File: src/include/imst_consts.svh
// register map, field positions and reset values of the i2c master engine
// assumes byte addresses on the memory-mapped processor port
`ifndef IMST_CONSTS_SVH
`define IMST_CONSTS_SVH

`define IMST_OFS_STATUS 32'hFFFF0884
`define IMST_OFS_RX 32'hFFFF0888
`define IMST_OFS_TX 32'hFFFF088C
`define IMST_OFS_CNT0 32'hFFFF0890
`define IMST_OFS_CNT1 32'hFFFF0894
`define IMST_OFS_ADR0 32'hFFFF0898
`define IMST_OFS_ADR1 32'hFFFF089C
`define IMST_OFS_SBYTE 32'hFFFF08A0
`define IMST_OFS_DIV 32'hFFFF08A4

`define IMST_BYTE_RESET 8'h00
`define IMST_WORD_RESET 16'h0000
`define IMST_DIV_RESET 16'h1F1F

`define IMST_BUSBUSY_BIT 10
`define IMST_BUSY_BIT 6
`define IMST_AL_BIT 5
`define IMST_NA_BIT 4
`define IMST_RXQ_BIT 3
`define IMST_TXQ_BIT 2
`define IMST_LVL_LSB 0

`define IMST_LVL_EMPTY 2'h0
`define IMST_LVL_ONE 2'h1
`define IMST_LVL_MORE 2'h2
`define IMST_LVL_FULL 2'h3

`define IMST_TEN_MARK 5'h1E
`define IMST_CNT_BITS 9
`define IMST_ACK_SLOT 4'h8
`define IMST_RD_FILL 8'hFF

`endif

File: src/include/imst_pkg.sv
// types shared by the i2c master engine files
package imst_pkg;
	typedef enum logic [3:0] {
		ST_IDLE, ST_START, ST_BIT_LO, ST_BIT_HI, ST_RS_LO, ST_RS_HI,
		ST_STOP_LO, ST_STOP_HI, ST_STOP_END
	} imst_state_t;
	typedef enum logic [2:0] {K_SBYTE, K_ADDR1, K_ADDR2, K_WR, K_RD} imst_kind_t;
endpackage

File: src/imst_fifo.sv
// first-word-fall-through fifo with valid/ready on both sides
// assumes one clock; count output shows current fill level
`timescale 1ns/1ps
`default_nettype none
module imst_fifo #(
	parameter int WIDTH = 8,
	parameter int DEPTH = 32
) (
	input wire logic clk,
	input wire logic rst_b,
	input wire logic in_valid,
	output logic in_ready,
	input wire logic [WIDTH-1:0] in_data,
	output logic out_valid,
	input wire logic out_ready,
	output logic [WIDTH-1:0] out_data,
	output logic [$clog2(DEPTH+1)-1:0] count
);
	localparam int AW = $clog2(DEPTH);
	localparam int CW = $clog2(DEPTH + 1);

	if (DEPTH < 2 || WIDTH < 1) begin : g_chk
		$error("imst_fifo needs DEPTH >= 2 and WIDTH >= 1");
	end

	logic [WIDTH-1:0] mem_ff [DEPTH];
	logic [AW-1:0] wr_ptr_ff;
	logic [AW-1:0] rd_ptr_ff;
	logic [CW-1:0] cnt_ff;
	wire push = in_valid && in_ready;
	wire pop = out_valid && out_ready;
	wire [AW-1:0] nxt_wr = (wr_ptr_ff == AW'(DEPTH - 1)) ? '0 : wr_ptr_ff + 1'b1;
	wire [AW-1:0] nxt_rd = (rd_ptr_ff == AW'(DEPTH - 1)) ? '0 : rd_ptr_ff + 1'b1;

	assign in_ready = (cnt_ff != CW'(DEPTH));
	assign out_valid = (cnt_ff != '0);
	assign out_data = mem_ff[rd_ptr_ff];
	assign count = cnt_ff;

	always_ff @(posedge clk) begin
		if (push) begin
			mem_ff[wr_ptr_ff] <= in_data;
		end
	end

	always_ff @(posedge clk or negedge rst_b) begin
		if (!rst_b) begin
			wr_ptr_ff <= '0;
			rd_ptr_ff <= '0;
			cnt_ff <= '0;
		end else begin
			if (push) wr_ptr_ff <= nxt_wr;
			if (pop) rd_ptr_ff <= nxt_rd;
			if (push && !pop) cnt_ff <= cnt_ff + 1'b1;
			else if (pop && !push) cnt_ff <= cnt_ff - 1'b1;
		end
	end
endmodule
`default_nettype wire

File: src/imst_engine.sv
// i2c master engine: register file, bit/byte sequencer, tx and rx fifos
// assumes open-drain pads outside; pin inputs are synchronous to clk
`timescale 1ns/1ps
`default_nettype none
`include "imst_consts.svh"
module imst_engine
	import imst_pkg::*;
#(
	parameter int TICK_DIV = 1,
	parameter int TX_DEPTH = 2,
	parameter int RX_DEPTH = 32
) (
	input wire logic clk,
	input wire logic rst_b,
	input wire logic [31:0] mmr_addr,
	input wire logic mmr_wr,
	input wire logic mmr_rd,
	input wire logic [15:0] mmr_wdata,
	output logic [15:0] mmr_rdata,
	input wire logic master_en,
	input wire logic arb_lost_irq_enable,
	input wire logic nack_irq_enable,
	input wire logic rx_irq_enable,
	input wire logic tx_irq_enable,
	output logic irq,
	input wire logic scl_in,
	output logic scl_out,
	output logic scl_oe,
	input wire logic sda_in,
	output logic sda_out,
	output logic sda_oe
);
	localparam int TCW = TICK_DIV > 1 ? $clog2(TICK_DIV) : 1;
	localparam int TXC = $clog2(TX_DEPTH + 1);
	localparam int RXC = $clog2(RX_DEPTH + 1);

	if (TICK_DIV < 1 || TX_DEPTH < 2 || RX_DEPTH < 2) begin : g_chk
		$error("imst_engine needs TICK_DIV >= 1 and fifo depths >= 2");
	end

	// register file
	logic [7:0] tx_byte_ff, adr0_ff, adr1_ff, sbyte_ff;
	logic [15:0] rdcnt_ff, div_ff, mmr_rdata_ff;
	logic sbyte_pend_ff, go_ff;

	// sequencer state
	imst_state_t state_ff, nxt_state;
	imst_kind_t kind_ff, nxt_kind;
	logic [7:0] tmr_ff, nxt_tmr;
	logic [3:0] bit_ff, nxt_bit;
	logic [8:0] sh_ff, nxt_sh;
	logic [7:0] rxsh_ff, nxt_rxsh;
	logic [8:0] rcv_ff;
	logic [TCW-1:0] pre_ff;
	logic al_ff, na_ff, wr_phase_ff, bus_busy_ff, sda_q_ff, scl_q_ff;
	logic scl_oe_ff, sda_oe_ff, nxt_scl_oe, nxt_sda_oe;
	logic set_al, set_na, set_wr_phase, start_take, tx_pop, rx_push;

	// fifo wiring
	logic tx_in_ready, tx_out_valid, rx_in_ready, rx_out_valid;
	logic [7:0] tx_out_data, rx_out_data;
	logic [TXC-1:0] tx_count;
	logic [RXC-1:0] rx_count;

	wire wr_sel_tx = mmr_wr && (mmr_addr == `IMST_OFS_TX);
	wire wr_sel_cnt0 = mmr_wr && (mmr_addr == `IMST_OFS_CNT0);
	wire wr_sel_adr0 = mmr_wr && (mmr_addr == `IMST_OFS_ADR0);
	wire wr_sel_adr1 = mmr_wr && (mmr_addr == `IMST_OFS_ADR1);
	wire wr_sel_sbyte = mmr_wr && (mmr_addr == `IMST_OFS_SBYTE);
	wire wr_sel_div = mmr_wr && (mmr_addr == `IMST_OFS_DIV);
	wire rd_sel_rx = mmr_rd && (mmr_addr == `IMST_OFS_RX);

	wire tick = (pre_ff == '0);
	wire tdone = tick && (tmr_ff == '0);
	wire [7:0] scl_high_count = div_ff[15:8];
	wire [7:0] scl_low_count = div_ff[7:0];
	wire ten_bit = (adr0_ff[7:3] == `IMST_TEN_MARK);
	wire dir_rd = adr0_ff[0];
	wire ack_slot = (bit_ff == `IMST_ACK_SLOT);
	wire rd_ack_slot = (kind_ff == K_RD) && ack_slot;
	// only bits that we send are checked; the ack slot of a write belongs to the slave
	wire arb_check = (kind_ff != K_RD) && !ack_slot;
	wire arb_fail = arb_check && sh_ff[8] && !sda_in;
	wire last_rd = (rcv_ff == rdcnt_ff[`IMST_CNT_BITS-1:0]);
	wire bus_start = scl_q_ff && scl_in && sda_q_ff && !sda_in;
	wire bus_stop = scl_q_ff && scl_in && !sda_q_ff && sda_in;

	wire busy = (state_ff != ST_IDLE);
	wire txq = wr_phase_ff && (tx_count <= TXC'(1));
	wire rxq = rx_out_valid;
	wire [1:0] tx_lvl = (tx_count == '0) ? `IMST_LVL_EMPTY :
		(tx_count == TXC'(1)) ? `IMST_LVL_ONE :
		(tx_count == TXC'(TX_DEPTH)) ? `IMST_LVL_FULL : `IMST_LVL_MORE;

	logic [15:0] status;
	always_comb begin
		status = `IMST_WORD_RESET;
		status[`IMST_BUSBUSY_BIT] = bus_busy_ff;
		status[`IMST_BUSY_BIT] = busy;
		status[`IMST_AL_BIT] = al_ff;
		status[`IMST_NA_BIT] = na_ff;
		status[`IMST_RXQ_BIT] = rxq;
		status[`IMST_TXQ_BIT] = txq;
		status[`IMST_LVL_LSB+1:`IMST_LVL_LSB] = tx_lvl;
	end

	wire [15:0] rd_mux =
		(mmr_addr == `IMST_OFS_STATUS) ? status :
		(mmr_addr == `IMST_OFS_RX) ? {8'h00, rx_out_valid ? rx_out_data : `IMST_BYTE_RESET} :
		(mmr_addr == `IMST_OFS_TX) ? {8'h00, tx_byte_ff} :
		(mmr_addr == `IMST_OFS_CNT0) ? rdcnt_ff :
		(mmr_addr == `IMST_OFS_CNT1) ? {8'h00, rcv_ff[7:0]} :
		(mmr_addr == `IMST_OFS_ADR0) ? {8'h00, adr0_ff} :
		(mmr_addr == `IMST_OFS_ADR1) ? {8'h00, adr1_ff} :
		(mmr_addr == `IMST_OFS_SBYTE) ? {8'h00, sbyte_ff} :
		(mmr_addr == `IMST_OFS_DIV) ? div_ff : `IMST_WORD_RESET;

	assign irq = (al_ff && arb_lost_irq_enable) || (na_ff && nack_irq_enable) ||
		(rxq && rx_irq_enable) || (txq && tx_irq_enable);
	assign mmr_rdata = mmr_rdata_ff;
	assign scl_out = 1'b0;
	assign sda_out = 1'b0;
	assign scl_oe = scl_oe_ff;
	assign sda_oe = sda_oe_ff;

	imst_fifo #(.WIDTH(8), .DEPTH(TX_DEPTH)) u_tx_fifo (
		.clk(clk),
		.rst_b(rst_b),
		.in_valid(wr_sel_tx),
		.in_ready(tx_in_ready),
		.in_data(mmr_wdata[7:0]),
		.out_valid(tx_out_valid),
		.out_ready(tx_pop),
		.out_data(tx_out_data),
		.count(tx_count)
	);

	// a full rx fifo stalls the ack slot, which stretches scl low
	imst_fifo #(.WIDTH(8), .DEPTH(RX_DEPTH)) u_rx_fifo (
		.clk(clk),
		.rst_b(rst_b),
		.in_valid(rx_push),
		.in_ready(rx_in_ready),
		.in_data(rxsh_ff),
		.out_valid(rx_out_valid),
		.out_ready(rd_sel_rx),
		.out_data(rx_out_data),
		.count(rx_count)
	);

	always_comb begin
		nxt_state = state_ff;
		nxt_kind = kind_ff;
		nxt_tmr = (tick && tmr_ff != '0) ? tmr_ff - 1'b1 : tmr_ff;
		nxt_bit = bit_ff;
		nxt_sh = sh_ff;
		nxt_rxsh = rxsh_ff;
		set_al = 1'b0;
		set_na = 1'b0;
		set_wr_phase = 1'b0;
		start_take = 1'b0;
		tx_pop = 1'b0;
		rx_push = 1'b0;
		case (state_ff)
			ST_IDLE: begin
				// wait for a free bus; another master's frame keeps us idle, not busy
				if (go_ff && !bus_busy_ff && scl_in && sda_in) begin
					nxt_state = ST_START;
					nxt_tmr = scl_high_count;
					start_take = 1'b1;
				end
			end
			ST_START: begin
				if (tdone) begin
					nxt_state = ST_BIT_LO;
					nxt_tmr = scl_low_count;
					nxt_bit = '0;
					nxt_kind = sbyte_pend_ff ? K_SBYTE : K_ADDR1;
					nxt_sh = {sbyte_pend_ff ? sbyte_ff : adr0_ff, 1'b1};
				end
			end
			ST_BIT_LO: begin
				if (tdone && !(rd_ack_slot && !rx_in_ready)) begin
					nxt_state = ST_BIT_HI;
					nxt_tmr = scl_high_count;
					rx_push = rd_ack_slot;
				end
			end
			ST_BIT_HI: begin
				if (!scl_in) begin
					nxt_tmr = tmr_ff;
				end else if (tdone) begin
					nxt_state = ST_BIT_LO;
					nxt_tmr = scl_low_count;
					if (arb_fail) begin
						set_al = 1'b1;
						nxt_state = ST_IDLE;
					end else if (!ack_slot) begin
						nxt_bit = bit_ff + 1'b1;
						nxt_sh = {sh_ff[7:0], 1'b1};
						nxt_rxsh = {rxsh_ff[6:0], sda_in};
					end else begin
						nxt_bit = '0;
						case (kind_ff)
							K_SBYTE: nxt_state = ST_RS_LO;
							K_ADDR1, K_ADDR2: begin
								if (sda_in) begin
									set_na = 1'b1;
									nxt_state = ST_STOP_LO;
								end else if (kind_ff == K_ADDR1 && ten_bit) begin
									nxt_kind = K_ADDR2;
									nxt_sh = {adr1_ff, 1'b1};
								end else if (dir_rd) begin
									nxt_kind = K_RD;
									nxt_sh = {`IMST_RD_FILL, last_rd};
								end else begin
									set_wr_phase = 1'b1;
									nxt_kind = K_WR;
									nxt_sh = {tx_out_data, 1'b1};
									tx_pop = tx_out_valid;
									if (!tx_out_valid) nxt_state = ST_STOP_LO;
								end
							end
							K_WR: begin
								// an empty tx fifo at a byte boundary ends the write
								nxt_sh = {tx_out_data, 1'b1};
								tx_pop = tx_out_valid && !sda_in;
								if (sda_in || !tx_out_valid) nxt_state = ST_STOP_LO;
							end
							K_RD: begin
								nxt_sh = {`IMST_RD_FILL, last_rd};
								if (sh_ff[8]) nxt_state = ST_STOP_LO;
							end
							default: nxt_state = ST_STOP_LO;
						endcase
					end
				end
			end
			ST_RS_LO: begin
				if (tdone) begin
					nxt_state = ST_RS_HI;
					nxt_tmr = scl_high_count;
				end
			end
			ST_RS_HI: begin
				if (!scl_in) nxt_tmr = tmr_ff;
				else if (tdone) begin
					nxt_state = ST_START;
					nxt_tmr = scl_high_count;
				end
			end
			ST_STOP_LO: begin
				if (tdone) begin
					nxt_state = ST_STOP_HI;
					nxt_tmr = scl_high_count;
				end
			end
			ST_STOP_HI: begin
				if (!scl_in) nxt_tmr = tmr_ff;
				else if (tdone) begin
					nxt_state = ST_STOP_END;
					nxt_tmr = scl_high_count;
				end
			end
			ST_STOP_END: begin
				if (tdone) nxt_state = ST_IDLE;
			end
			default: nxt_state = ST_IDLE;
		endcase
	end

	always_comb begin
		nxt_scl_oe = (nxt_state == ST_BIT_LO) || (nxt_state == ST_RS_LO) || (nxt_state == ST_STOP_LO);
		case (nxt_state)
			ST_START, ST_STOP_LO, ST_STOP_HI: nxt_sda_oe = 1'b1;
			ST_BIT_LO, ST_BIT_HI: nxt_sda_oe = !nxt_sh[8];
			default: nxt_sda_oe = 1'b0;
		endcase
		// sda moves one cycle after scl falls so no false start or stop appears
		if (nxt_scl_oe && !scl_oe_ff) nxt_sda_oe = sda_oe_ff;
	end

	always_ff @(posedge clk or negedge rst_b) begin
		if (!rst_b) begin
			state_ff <= ST_IDLE;
			kind_ff <= K_ADDR1;
			tmr_ff <= `IMST_BYTE_RESET;
			bit_ff <= '0;
			sh_ff <= '1;
			rxsh_ff <= `IMST_BYTE_RESET;
			scl_oe_ff <= 1'b0;
			sda_oe_ff <= 1'b0;
		end else begin
			state_ff <= nxt_state;
			kind_ff <= nxt_kind;
			tmr_ff <= nxt_tmr;
			bit_ff <= nxt_bit;
			sh_ff <= nxt_sh;
			rxsh_ff <= nxt_rxsh;
			scl_oe_ff <= nxt_scl_oe;
			sda_oe_ff <= nxt_sda_oe;
		end
	end

	always_ff @(posedge clk or negedge rst_b) begin
		if (!rst_b) begin
			pre_ff <= '0;
			sda_q_ff <= 1'b1;
			scl_q_ff <= 1'b1;
			bus_busy_ff <= 1'b0;
		end else begin
			pre_ff <= (pre_ff == TCW'(TICK_DIV - 1)) ? '0 : pre_ff + 1'b1;
			sda_q_ff <= sda_in;
			scl_q_ff <= scl_in;
			if (bus_start) bus_busy_ff <= 1'b1;
			else if (bus_stop) bus_busy_ff <= 1'b0;
		end
	end

	// status flags: a set in the clearing cycle wins
	always_ff @(posedge clk or negedge rst_b) begin
		if (!rst_b) begin
			al_ff <= 1'b0;
			na_ff <= 1'b0;
			wr_phase_ff <= 1'b0;
			rcv_ff <= '0;
		end else begin
			al_ff <= set_al || (al_ff && !start_take);
			na_ff <= set_na || (na_ff && !start_take);
			wr_phase_ff <= set_wr_phase || (wr_phase_ff && state_ff != ST_IDLE);
			if (start_take) rcv_ff <= '0;
			else if (rx_push && rx_in_ready) rcv_ff <= rcv_ff + 1'b1;
		end
	end

	always_ff @(posedge clk or negedge rst_b) begin
		if (!rst_b) begin
			tx_byte_ff <= `IMST_BYTE_RESET;
			rdcnt_ff <= `IMST_WORD_RESET;
			adr0_ff <= `IMST_BYTE_RESET;
			adr1_ff <= `IMST_BYTE_RESET;
			sbyte_ff <= `IMST_BYTE_RESET;
			div_ff <= `IMST_DIV_RESET;
			mmr_rdata_ff <= `IMST_WORD_RESET;
		end else begin
			if (wr_sel_tx) tx_byte_ff <= mmr_wdata[7:0];
			if (wr_sel_cnt0) rdcnt_ff <= mmr_wdata;
			if (wr_sel_adr0) adr0_ff <= mmr_wdata[7:0];
			if (wr_sel_adr1) adr1_ff <= mmr_wdata[7:0];
			if (wr_sel_sbyte) sbyte_ff <= mmr_wdata[7:0];
			if (wr_sel_div) div_ff <= mmr_wdata;
			if (mmr_rd) mmr_rdata_ff <= rd_mux;
		end
	end

	always_ff @(posedge clk or negedge rst_b) begin
		if (!rst_b) begin
			go_ff <= 1'b0;
			sbyte_pend_ff <= 1'b0;
		end else begin
			go_ff <= (wr_sel_adr0 && master_en) || (go_ff && master_en && !start_take);
			if (wr_sel_sbyte) sbyte_pend_ff <= 1'b1;
			else if (state_ff == ST_START && tdone) sbyte_pend_ff <= 1'b0;
		end
	end
endmodule
`default_nettype wire

File: config.mk
export PLATFORM = sky130hd
export DESIGN_NAME = imst_engine
export DESIGN_NICKNAME = d
export VERILOG_FILES = /design/src/include/imst_pkg.sv /design/src/imst_fifo.sv /design/src/imst_engine.sv
export VERILOG_INCLUDE_DIRS = /design/src /design/src/include
export SDC_FILE = /design/constraint.sdc
export NUM_CORES = 1
export LEC_CHECK = 0
export BUFFER_PORTS_ARGS = -buffer_cell sky130_fd_sc_hd__buf_2
export CORE_MARGIN = 2
export CORE_UTILIZATION = 35
export DETAILED_ROUTE_END_ITERATION = 12
export SKIP_LAST_GASP = 1
export SLEW_MARGIN = 20
export SYNTH_ARGS = -nofsm -noshare
export SYNTH_HDL_FRONTEND = slang
export SYNTH_HIERARCHICAL = 1
export SYNTH_SLANG_ARGS = --single-unit
File: constraint.sdc
create_clock -name clk -period 4.75 [get_ports clk]
set_input_delay 0.2375 -clock clk [delete_from_list [all_inputs] [get_ports clk]]
set_output_delay 0.2375 -clock clk [all_outputs]
set_load 0.1 [all_outputs]
Yosys cells after proc, flatten, opt, wreduce, memory -nomap -nowiden. Memory sizes are Yosys's and may differ from the RTL's. Cells that the tools add are included.

Add/sub/neg operators: 12. $lt $le $gt $ge: 1. Equality and inequality tests: 47. Muxes and demuxes: 124. Bitwise logic cells: 3. Reductions and logical operators: 94.

Operator list (number): equality test 32 bit, second input constant (9); 2-to-1 mux 16 bit (9); 2-to-1 mux 9 bit (10); 2-to-1 mux 8 bit (9); 2-to-1 mux 4 bit (17); 2-to-1 mux 3 bit (17); case mux 8 bit (6 select lines) (1); logical AND 1 bit (46); 2-to-1 mux 1 bit (45); case mux 4 bit (9 select lines) (1); equality test 4 x 3 -> 1 bit, second input constant (7); case mux 9 bit (3 select lines) (1); case mux 9 bit (2 select lines) (1); equality test 4 x 2 -> 1 bit, second input constant (4); equality test 5 bit, second input constant (3); logical NOT 1 bit (14); != test 2 bit, second input constant (7); nonzero test 2 bit (7); 2-to-1 mux 6 bit (2); case mux 3 bit (4 select lines) (1); adder 5 x 1 -> 5 bit, second input constant (2); logical OR 1 bit (10); 2-to-1 mux 5 bit (2); AND reduction 5 bit (2); 39 further kinds (54).

Flip-flop bits (word level): 156. Memory bits (writable): 272. Bits of input ports: 59. Logic and storage cells: 315. Memories kept: 2.

Memory list: u_rx_fifo.mem_ff (depth 32, bits a word 8, read ports 1, clocked after Yosys merged registers in 0, wr ports 1, line imst_fifo.sv:26) `logic [WIDTH-1:0] mem_ff [DEPTH];`; u_tx_fifo.mem_ff (depth 2, bits a word 8, read ports 1, clocked after Yosys merged registers in 0, wr ports 1, line imst_fifo.sv:26).

Depth between registers and ports, before layout. Gate-level depths: netlist (run 1).

Depth in word-level cells: 15. Depth in mapped cells: 15. Mapped depth without buffers: 14.

By module. Netlist (run 1), hierarchy kept.

By module, submodules not included: imst_fifo (u_rx_fifo) (instances 1, cells an instance 573, area an instance 10984.3 um2); imst_engine (instances 1, cells an instance 755, area an instance 7549.7 um2); imst_fifo (u_tx_fifo) (instances 1, cells an instance 43, area an instance 787.0 um2).

Worst setup path after synthesis (run 1). No wires, ideal clock.

Path type: register to register. Start point: register tmr_ff[0]. End point: register u_rx_fifo.cnt_ff[5] (netlist: u_rx_fifo/count[5]). Arrival time: 3.753 ns. Required time: 4.624 ns. Setup slack: 0.871 ns. Stages on the path, launching flop included: 16. Buffers on the path: 1. Period minus slack after synthesis: 3.879 ns. Path through: dfrtp_1 > inv_1 > ha_1 > nor4b_1 > clkbuf_1 > nand3_1 > nor2_1 > o31ai_4 > inv_2 > ha_1 > inv_1 > ha_1 > or4_1 > o211ai_1 > nor3b_1 > xnor2_1.

Longest elaborated chain between the ends: 9.

RTL lines: start, declared (line imst_engine.sv:49) `logic [7:0] tmr_ff, nxt_tmr;`; start signal, assigned (line imst_engine.sv:287) `` tmr_ff <= `IMST_BYTE_RESET; ``; start signal, assigned (line imst_engine.sv:296) `tmr_ff <= nxt_tmr;`; logical NOT 8 bit * (line imst_engine.sv:74) `wire tdone = tick && (tmr_ff == '0);`; logical AND 1 bit * (line imst_engine.sv:74); logical AND 1 bit * (line imst_engine.sv:183) `if (tdone && !(rd_ack_slot && !rx_in_ready)) begin`; 2-to-1 mux 1 bit * (line imst_engine.sv:183); 2-to-1 mux 1 bit * (line imst_engine.sv:164) `case (state_ff)`; named net rx_push (line imst_engine.sv:57) `logic set_al, set_na, set_wr_phase, start_take, tx_pop, rx_push;`; logical AND 1 bit * (line imst_fifo.sv:30) `wire push = in_valid && in_ready;`; named net u_rx_fifo.push (line imst_fifo.sv:30); logical NOT 1 bit (line imst_fifo.sv:55) `else if (pop && !push) cnt_ff <= cnt_ff - 1'b1;`; logical AND 1 bit (line imst_fifo.sv:55); nonzero test 2 bit (no source line); end signal, assigned (line imst_fifo.sv:54) `if (push && !pop) cnt_ff <= cnt_ff + 1'b1;`; end signal, assigned (line imst_fifo.sv:55); end, declared (line imst_fifo.sv:29) `logic [CW-1:0] cnt_ff;`.

The timed path passes the listed nets; every way through them passes the cells marked *. A chain may end at the register's enable or synchronous reset.

Final worst setup path (run 1).
Start point: register state_ff[1]. End point: register u_rx_fifo.cnt_ff[5] (netlist: u_rx_fifo/count[5]).

Longest elaborated chain between the ends: 6.

RTL lines: start, declared (line imst_engine.sv:47) `imst_state_t state_ff, nxt_state;`; start signal, assigned (line imst_engine.sv:294) `state_ff <= nxt_state;`; equality test 4 x 2 -> 1 bit * (line imst_engine.sv:164); 2-to-1 mux 1 bit * (line imst_engine.sv:164); named net rx_push (line imst_engine.sv:57); logical AND 1 bit * (line imst_fifo.sv:30); named net u_rx_fifo.push (line imst_fifo.sv:30); logical NOT 1 bit (line imst_fifo.sv:55); logical AND 1 bit (line imst_fifo.sv:55); nonzero test 2 bit (no source line).

Marked as above.

==> flow_metrics.py, run 1 <==
metrics = {
    "yosys": {
        "async_reset_ff_share_pct": 36.3,
        "synth_cell_types": 89,
        "syn_inst": 1371,
        "synth_edf_count": 272,
        "ys_seq_area_share_pct": 62.5,
        "synth_area_um2": 19300,
        "yosysWarnings": 6,
        "syn_avg_cell_area_um2": 14.1,
        "synth_seq_cells": 427,
        "synth_flop_cell": "edfxtp_1",
    },
    "cells_and_area": {
        "final_cell_mix": "edfxtp_1, dfrtp_1, nor2_1",
        "area_delta_synth_final_pct": 14.3,
        "final_common_cell": "edfxtp_1",
        "num_antenna_cells": 0,
        "drive_gt1_share_pct": 24.0,
        "num-fill-cells": 5062,
        "finalNetCount": 1536,
    },
    "global_routing": {
        "grt_pass1_wl_um": 73900,
        "grt_pass1_vias": 11917,
        "antenna_found_initial": 4,
        "overflow": 0,
        "grtUsageTotal_pct": 17.0,
        "grt_start_max_net_pins": 88,
    },
    "power_and_ir_drop": {
        "leakagePower_nw": 7.38,
        "power.density_nw_per_um2": 365,
        "fin_total_pwr_mw": 8.07,
        "max-vdd-ir-drop_v": 0.000243,
    },
    "clock_tree": {
        "cts_max_level": 2,
        "cts_tree": "done",
        "path_clk_slew_ns": 0.06,
        "clock-root-buffer": "clkbuf_16",
        "clock_path_buffers": 3,
        "numCtsBuffers": 46,
        "ctsResizeCount": 0,
        "cts_sinks": 427,
        "clkLatencyLatePin_ns": 0.59,
    },
    "timing": {
        "setup_violations": 0,
        "rsz0062_at_grt": "false",
        "fin_crit_ns": 3.93,
        "slew_headroom_pct": 36.4,
        "drv_slew": 0,
        "tightest_slew_ns": 0.951,
        "finalClockSkew_ns": 0.0189,
        "fmax_mhz": 255,
        "fin_setup_tns_ns": 0,
        "period_share_pct": 82.7,
        "hold_viol": 0,
    },
    "detailed_routing": {
        "ant_nets": 0,
        "drtPass1Iterations": 5,
        "drt_iter0_markers": 1172,
        "post-route-drc-count": 0,
        "vias_per_cell": 5.54,
        "routedWlPerCell_um": 22.0,
        "dr_total_vias": 12173,
        "routed_wl_um": 48400,
    },
    "worst_setup_path": {
        "cp.required_ns": 5.21,
        "slowest_stage": "nor4b_1",
        "cp-end-kind": "flop",
        "cpMostUsedCell": "ha_1",
        "start_kind": "flop",
        "path_max_fanout": 12,
        "max_stage_delay_ns": 0.71,
        "crit_arrival_ns": 4.39,
        "critPathTopFamily": "simple AND/OR/NAND/NOR gates",
        "critPathBufInv": 3,
        "cp_cell_sequence": "nor4b_1 > nand3_1 > nor2_1 > buf_4 > o31ai_4 > inv_2 > ha_1 > inv_1 > ha_1 > or4_1 > o211ai_1 > nor3b_1 > xnor2_1",
        "critical_path_class": "flop to flop",
    },
    "floorplanning": {
        "die_h_um": 239,
        "fp-row-count": 86,
        "start_util_pct": 35.2,
        "die_w_um": 239,
        "die-area_um2": 57100,
        "ioPinCount": 80,
        "coreArea_um2": 54900,
    },
    "hold_path": {
        "holdCritPathClass": "input pin to flop",
    },
    "placed_design": {
        "place.gp.congestion": 0.881,
        "hpwl_um": 32500,
        "port_buffers": 77,
    },
    "run_status": {
        "run_status": "completed",
    },
    "job": {
        "cap_violations": 0,
    },
}
[power breakdown]
part	switching (mW)	total, mW	internal, mW
logic	0.297	0.416	0.119
registers	0.0485	4.00	3.95
clock network	1.49	3.65	2.16
total	1.83	8.07	6.23
[per-stage QoR]
stage	instances	setup WS, ns	utilization, %	cell area (µm²)	hold slack, ns
after floorplan	1372	0.871	-	19300	-0.0581
after detailed placement	2101	0.654	37.2	20400	0.383
after global placement	2101	0.756	37.2	20400	0.375
final	2199	0.823	40.3	22100	0.0296
after global routing	2199	0.455	40.3	22100	0.0178
after CTS	2199	0.871	40.2	22100	0.00348
[timing repair]
action / CTS / global route
hold endpoints to repair: 94 / 0
hold buffers: 12 / 0
buffers inserted: 0 / 0
[registers in the layout, indices dropped and copies added, names as in the netlist, 9 cells and up]
register and count:
u_rx_fifo/mem_ff 256, div_ff 16, mmr_rdata 16, rdcnt_ff 16, u_tx_fifo/mem_ff 16, rcv_ff 9, sh_ff 9
[path summary, 6_finish.rpt]
check	to	startpoint	slack (ns)	depth (start not counted)
worst max-delay path	u_rx_fifo/count[5]	state_ff[1]	0.82	13
worst min-delay path	u_tx_fifo/mem_ff[1][3]	mmr_wdata[3]	0.03	1
worst max register to register	u_rx_fifo/count[5]	state_ff[1]	0.82	13
worst min register to register	wr_phase_ff	wr_phase_ff	0.49	1
max in group asynchronous	div_ff[4]	rst_b	3.35	3
min in group asynchronous	adr1_ff[5]	rst_b	0.30	2
[synth_stat cells (8+ instances only)]
cell type / number / area [µm²]
buf_4: 8 / 60.1
nand3_1: 16 / 80.1
nor2b_1: 13 / 81.3
a21oi_1: 46 / 230
mux2i_1: 54 / 541
nor4_1: 10 / 62.6
mux2_4: 8 / 120
a22o_1: 9 / 78.8
a221oi_1: 20 / 175
nor2_1: 118 / 443
dfrtp_1: 133 / 3330
nand4_1: 13 / 81.3
xnor2_1: 11 / 96.3
a31oi_1: 8 / 50.1
o22ai_1: 14 / 87.6
dfstp_2: 22 / 578
ha_1: 19 / 238
nand2_1: 80 / 300
mux4_2: 46 / 1040
a22oi_1: 24 / 180
o221ai_1: 9 / 78.8
buf_2: 12 / 60.1
edfxtp_1: 272 / 8170
and3_1: 9 / 56.3
clkbuf_1: 45 / 169
nor3_1: 14 / 70.1
inv_1: 22 / 82.6
xor2_1: 16 / 140
mux2_2: 74 / 833
o21ai_0: 50 / 250
nand2b_1: 16 / 100
[routing by layer]
metal	wire length, µm	GRT usage (%)	up-vias
met5	31	0	-
met4	1260	5.25	6
met3	2770	2.84	85
met2	22500	26.1	355
met1	21900	24.7	6239
li1	-	-	5488
[logic make-up after synthesis]
kind of cell / share of synthesized area [%]
and+or+nand+nor: 9.46
buffers and inverters: 2.50
AOI/OAI and AO/OA: 9.22
DFF: 62.5
other: 0.0194
adders and majority gates: 1.39
xor gates and xnor gates: 1.22
muxes: 13.7
[layout make-up]
| type | instances | area, µm² | area share (%) |
|---|---|---|---|
| sequential | 427 | 12100 | 54.7 |
| clock buffer | 60 | 1260 | 5.72 |
| timing repair buffer | 114 | 699 | 3.17 |
| clock inverter | 26 | 297 | 1.34 |
| inverter | 23 | 86.3 | 0.391 |
| multi-input combinational | 845 | 6780 | 30.7 |
| tap | 704 | 881 | 3.99 |
Note: power is estimated with default switching activity, not from simulation.
==> run 2: changes to the inputs <==
Clock period 4.75 ns to 3.25 ns, I/O delays scaled along.
==> flow_metrics.py, run 2 (same netlist as run 1, synthesis figures left out) <==
metrics = {
    "run_status": {
        "run_status": "completed",
    },
    "clock_tree": {
        "clkLatencyLatePin_ns": 0.60,
        "path_clk_slew_ns": 0.06,
        "cts_tree": "done",
        "clock-root-buffer": "clkbuf_16",
        "numCtsBuffers": 46,
        "clock_path_buffers": 3,
        "cts_sinks": 427,
        "cts_max_level": 2,
    },
    "hold_path": {
        "holdCritPathClass": "input pin to flop",
        "hold_depth": 5,
        "holdPathEnd": "u_tx_fifo/wr_ptr_ff",
        "min_from": "mmr_wr",
    },
    "power_and_ir_drop": {
        "fin_total_pwr_mw": 11.8,
        "swShare_pct": 23.8,
        "share_seq_of_total_power_pct": 49.4,
        "leakagePower_nw": 7.85,
        "p_clk_share_pct": 44.8,
        "power.density_nw_per_um2": 516,
        "p_int_mw": 8.98,
        "power.switching_mw": 2.80,
        "max-vdd-ir-drop_v": 0.000319,
        "p_comb_share_pct": 5.8,
    },
    "timing": {
        "setup_violations": 0,
        "slew_headroom_pct": 33.1,
        "hold_viol": 0,
        "setup_ws_ns": 0.138,
        "fmax_mhz": 321,
        "fin_crit_ns": 3.11,
        "period_share_pct": 95.7,
        "whs_ns": 0.0804,
        "tightest_slew_ns": 1.00,
        "drv_slew": 0,
        "rsz0062_at_grt": "true",
        "finalClockSkew_ns": 0.0317,
    },
    "worst_setup_path": {
        "critPathBufInv": 2,
        "reg2reg_from": "u_rx_fifo/count[3]",
        "critical_path_class": "flop to flop",
        "critPathTopFamily": "simple AND/OR/NAND/NOR gates",
        "max_stage_delay_ns": 0.57,
        "start_kind": "flop",
        "cp-end-kind": "flop",
        "slowest_stage": "or4_4",
        "r2r-end": "u_rx_fifo/count[5]",
        "cpMostUsedCell": "inv_2",
        "reg2regPathDepth": 14,
        "rrSetupSlack_ns": 0.14,
        "cp_cell_sequence": "or4_4 > nor2_1 > nand2_2 > nand3_2 > nor2_4 > o31ai_4 > inv_2 > ha_2 > inv_2 > ha_1 > a211oi_1 > nor4_1 > nor3b_1 > xnor2_1",
        "crit_arrival_ns": 3.62,
        "path_max_fanout": 6,
        "cp.required_ns": 3.76,
    },
    "cells_and_area": {
        "num-fill-cells": 5026,
        "finish.utilization_pct": 41.6,
        "area_delta_synth_final_pct": 18.2,
        "finalNetCount": 1621,
        "regMostFlops": "u_rx_fifo/mem_ff",
        "num_antenna_cells": 0,
        "fin_cells": 2282,
        "final_cell_mix": "edfxtp_1, dfrtp_1, nor2_1",
        "drive_gt1_share_pct": 28.6,
        "largest_reg_flops": 256,
        "final_common_cell": "edfxtp_1",
    },
    "floorplanning": {
        "die_w_um": 239,
        "start_util_pct": 35.2,
        "ioPinCount": 80,
        "fp-row-count": 86,
        "die_h_um": 239,
        "die-area_um2": 57100,
        "coreArea_um2": 54900,
    },
    "placed_design": {
        "dpl_worst_slack_ns": -0.123,
        "hpwl_um": 33600,
        "placed_cells": 2178,
        "port_buffers": 77,
        "place.gp.congestion": 0.838,
    },
    "detailed_routing": {
        "routedWlPerCell_um": 21.6,
        "post-route-drc-count": 0,
        "drtPass1Iterations": 6,
        "dr_total_vias": 12428,
        "routed_wl_um": 49400,
        "vias_per_cell": 5.45,
        "ant_nets": 0,
        "drt_iter0_markers": 1022,
    },
    "job": {
        "cap_violations": 0,
    },
    "global_routing": {
        "grt_start_max_net_pins": 90,
        "antenna_found_initial": 1,
        "grt_pass1_wl_um": 75600,
        "grtUsageTotal_pct": 17.3,
        "overflow": 0,
        "grt_pass1_vias": 12531,
    },
}
run 2: how the worst max path moves through the flow:
| stage | startpoint | depth (start not counted) | end |
|---|---|---|---|
| 2_1_floorplan | mmr_addr[14] | 14 | u_rx_fifo/count[5] |
| 3_3_place_gp | mmr_addr[14] | 13 | u_rx_fifo/count[5] |
| 3_5_place_dp | mmr_addr[14] | 13 | u_rx_fifo/count[5] |
| 4_1_cts | u_rx_fifo/count[3] | 14 | u_rx_fifo/count[5] |
| 5_1_grt | u_rx_fifo/count[3] | 14 | u_rx_fifo/count[5] |
| 6_report | u_rx_fifo/count[3] | 14 | u_rx_fifo/count[5] |
run 2: area by class of cell:
cell class / instances / area [µm²] / area share (%)
clock buffers: 56 / 1240 / 5.43
clock inverters: 28 / 295 / 1.29
inverters: 23 / 86.3 / 0.378
multi-input cells: 845 / 6840 / 29.9
flip-flops and latches: 427 / 12100 / 52.9
well taps: 704 / 881 / 3.86
repair buffers: 199 / 1410 / 6.17
run 2: power by group through the flow:
stage | logic, mW | clock network (mW) | registers (mW)
after floorplan | 0.328 | 0 | 6.01
after global placement | 0.648 | 0 | 5.93
after detailed placement | 0.656 | 0 | 5.93
after CTS | 0.678 | 5.38 | 5.82
after global routing | 0.727 | 5.61 | 5.82
final | 0.682 | 5.27 | 5.82
run 2: what timing repair did:
action,CTS,global route
buffers inserted,0,0
endpoints found under the setup margin,0,2
hold buffers,20,0
endpoints found under the hold margin,115,0
resized for setup,0,3
run 2: worst reg2reg max path: cells and delay by family (launching register included):
family                   cells  cell delay [ns]
AND/OR/NAND/NOR              7             1.46
buffers and inverters        2             0.19
adder cells (fa/ha/maj)      2             0.45
AO/OA/AOI/OAI                2             0.37
XOR/XNOR                     1             0.16
flip-flops                   1             0.40
run 2: metrics by stage:
| step | TNS [ns] | cell area (µm²) |
|---|---|---|
| after floorplan | 0 | 19400 |
| after global placement | -0.0215 | 21100 |
| after detailed placement | -0.123 | 21100 |
| after CTS | 0 | 22800 |
| after global routing | -0.0187 | 22800 |
| final | 0 | 22800 |
run 2: routing by layer:
metal	GRT usage [%]	wire [µm]	vias up
met1	24.8	22500	6372
met3	3.20	2680	74
met2	26.8	23000	324
met5	0	12	-
met4	5.13	1170	2
li1	-	-	5656
==> run 3: changes to the inputs <==
Settings changed: CELL_PAD_IN_SITES_DETAIL_PLACEMENT set to 1, CELL_PAD_IN_SITES_GLOBAL_PLACEMENT set to 1, PLACE_DENSITY_LB_ADDON set to 0.1, SLEW_MARGIN 20 to 10, TNS_END_PERCENT set to 10.
==> flow_metrics.py, run 3 (same netlist as run 1, synthesis figures left out) <==
metrics = {
    "hold_path": {
        "hold_depth": 1,
        "holdCritPathClass": "input pin to flop",
    },
    "cells_and_area": {
        "multiInputGateArea_um2": 6850,
        "seqCellArea_um2": 12100,
        "drive_gt1_share_pct": 28.5,
        "fin_cells": 2303,
        "area_delta_synth_final_pct": 19.0,
        "num-fill-cells": 5659,
        "finalNetCount": 1638,
        "final_common_cell": "edfxtp_1",
        "num_antenna_cells": 0,
        "regMostFlops": "u_rx_fifo/mem_ff",
        "final_cell_mix": "edfxtp_1, dfrtp_1, nor2_1",
        "largest_reg_flops": 256,
    },
    "timing": {
        "rsz0062_at_grt": "true",
        "setup_violations": 0,
        "fmax_mhz": 320,
        "finalClockSkew_ns": 0.0186,
        "fin_setup_tns_ns": 0,
        "hold_viol": 0,
        "tightest_slew_ns": 1.20,
        "fin_crit_ns": 3.12,
        "period_share_pct": 96.1,
        "drv_slew": 0,
        "slew_headroom_pct": 20.0,
    },
    "placed_design": {
        "placed_cells": 2192,
        "hpwl_um": 40500,
        "port_buffers": 77,
        "place.gp.congestion": 0.820,
    },
    "worst_setup_path": {
        "crit_arrival_ns": 3.59,
        "cpMostUsedCell": "inv_2",
        "path_max_fanout": 6,
        "max_stage_delay_ns": 0.58,
        "critical_path_class": "flop to flop",
        "cp-end-kind": "flop",
        "cp.required_ns": 3.71,
        "reg2regPathDepth": 14,
        "rrSetupSlack_ns": 0.13,
        "slowest_stage": "or4_4",
        "start_kind": "flop",
        "cp_cell_sequence": "or4_4 > nor2_2 > nand2_1 > nand3_2 > nor2_4 > o31ai_4 > inv_2 > ha_2 > inv_2 > ha_4 > or4_1 > o211ai_1 > nor3b_1 > xnor2_1",
    },
    "global_routing": {
        "grt_start_max_net_pins": 69,
        "grtUsageTotal_pct": 20.8,
        "antenna_found_initial": 3,
        "overflow": 0,
        "grt_pass1_vias": 12998,
        "grt_pass1_wl_um": 87400,
    },
    "clock_tree": {
        "clock_path_buffers": 3,
        "cts_max_level": 2,
        "cts_sinks": 427,
        "numCtsBuffers": 48,
        "cts_tree": "done",
        "clkLatencyLatePin_ns": 0.60,
        "path_clk_slew_ns": 0.06,
        "clock-root-buffer": "clkbuf_16",
    },
    "floorplanning": {
        "coreArea_um2": 54900,
        "ioPinCount": 80,
        "die-area_um2": 57100,
        "die_w_um": 239,
        "fp-row-count": 86,
        "die_h_um": 239,
        "start_util_pct": 35.2,
    },
    "detailed_routing": {
        "routedWlPerCell_um": 25.3,
        "dr_total_vias": 12724,
        "drtPass1Iterations": 5,
        "post-route-drc-count": 0,
        "ant_nets": 0,
        "vias_per_cell": 5.52,
        "drt_iter0_markers": 977,
        "routed_wl_um": 58400,
    },
    "job": {
        "cap_violations": 0,
    },
    "power_and_ir_drop": {
        "leakagePower_nw": 7.95,
        "power.density_nw_per_um2": 524,
        "max-vdd-ir-drop_v": 0.000334,
    },
    "run_status": {
        "run_status": "completed",
    },
}
[run 3: power by group]
part / total (mW) / internal, mW / switching, mW
sequential: 5.83 / 5.78 / 0.0509
combinational: 0.720 / 0.214 / 0.506
clock: 5.50 / 3.21 / 2.29
[run 3: worst max-delay path, delay by kind of cell, from the launching register on]
kind	cells	cell delay, ns
and+or+nand+nor	7	1.61
xor gates and xnor gates	1	0.13
adders and majority gates	2	0.42
AOI/OAI and AO/OA	2	0.23
buffers and inverters	2	0.19
DFF	1	0.40
[run 3: worst paths after layout]
path                                startpoint                     end
min in group asynchronous                rst_b               bit_ff[1]
max reg2reg                 u_rx_fifo/count[3]      u_rx_fifo/count[5]
min                               mmr_wdata[5]  u_tx_fifo/mem_ff[0][5]
min reg2reg                u_tx_fifo/wr_ptr_ff     u_tx_fifo/wr_ptr_ff
max                         u_rx_fifo/count[3]      u_rx_fifo/count[5]
max in group asynchronous                rst_b              div_ff[10]
[run 3: repair_timing]
item,in CTS,in global routing
hold buffers,19,0
buffers inserted,0,2
gates resized for setup,2,3
endpoints found under the setup margin,1,5
endpoints found under the hold margin,92,0
pin swaps,0,0
[run 3: area by class of cell]
cell class	instances	area share, %
Clock buffer	66	5.65
Timing Repair Buffer	214	6.60
Tap cell	704	3.83
Sequential cell	427	52.5
Inverter	23	0.376
Multi-Input combinational cell	845	29.8
Clock inverter	24	1.20
[run 3: through the flow]
| step | hold slack, ns | total power [mW] | setup slack, ns | cell area [µm²] | utilization [%] |
|---|---|---|---|---|---|
| after floorplan | -0.133 | 6.34 | 0.0122 | 19400 | - |
| after global placement | 0.245 | 6.63 | -0.135 | 21200 | 38.6 |
| after detailed placement | 0.248 | 6.64 | -0.199 | 21200 | 38.6 |
| after CTS | 0.00222 | 12.2 | 0.0230 | 22900 | 41.8 |
| after global routing | 0.0117 | 12.4 | -0.0502 | 23000 | 41.9 |
| final | 0.0400 | 12.0 | 0.128 | 23000 | 41.9 |
[run 3: layer usage]
layer	GRT usage (%)	wire [µm]	up-vias
met5	0	13	-
met4	4.92	1030	2
li1	-	-	5684
met2	29.8	25000	298
met3	3.21	2990	69
met1	32.6	29300	6671
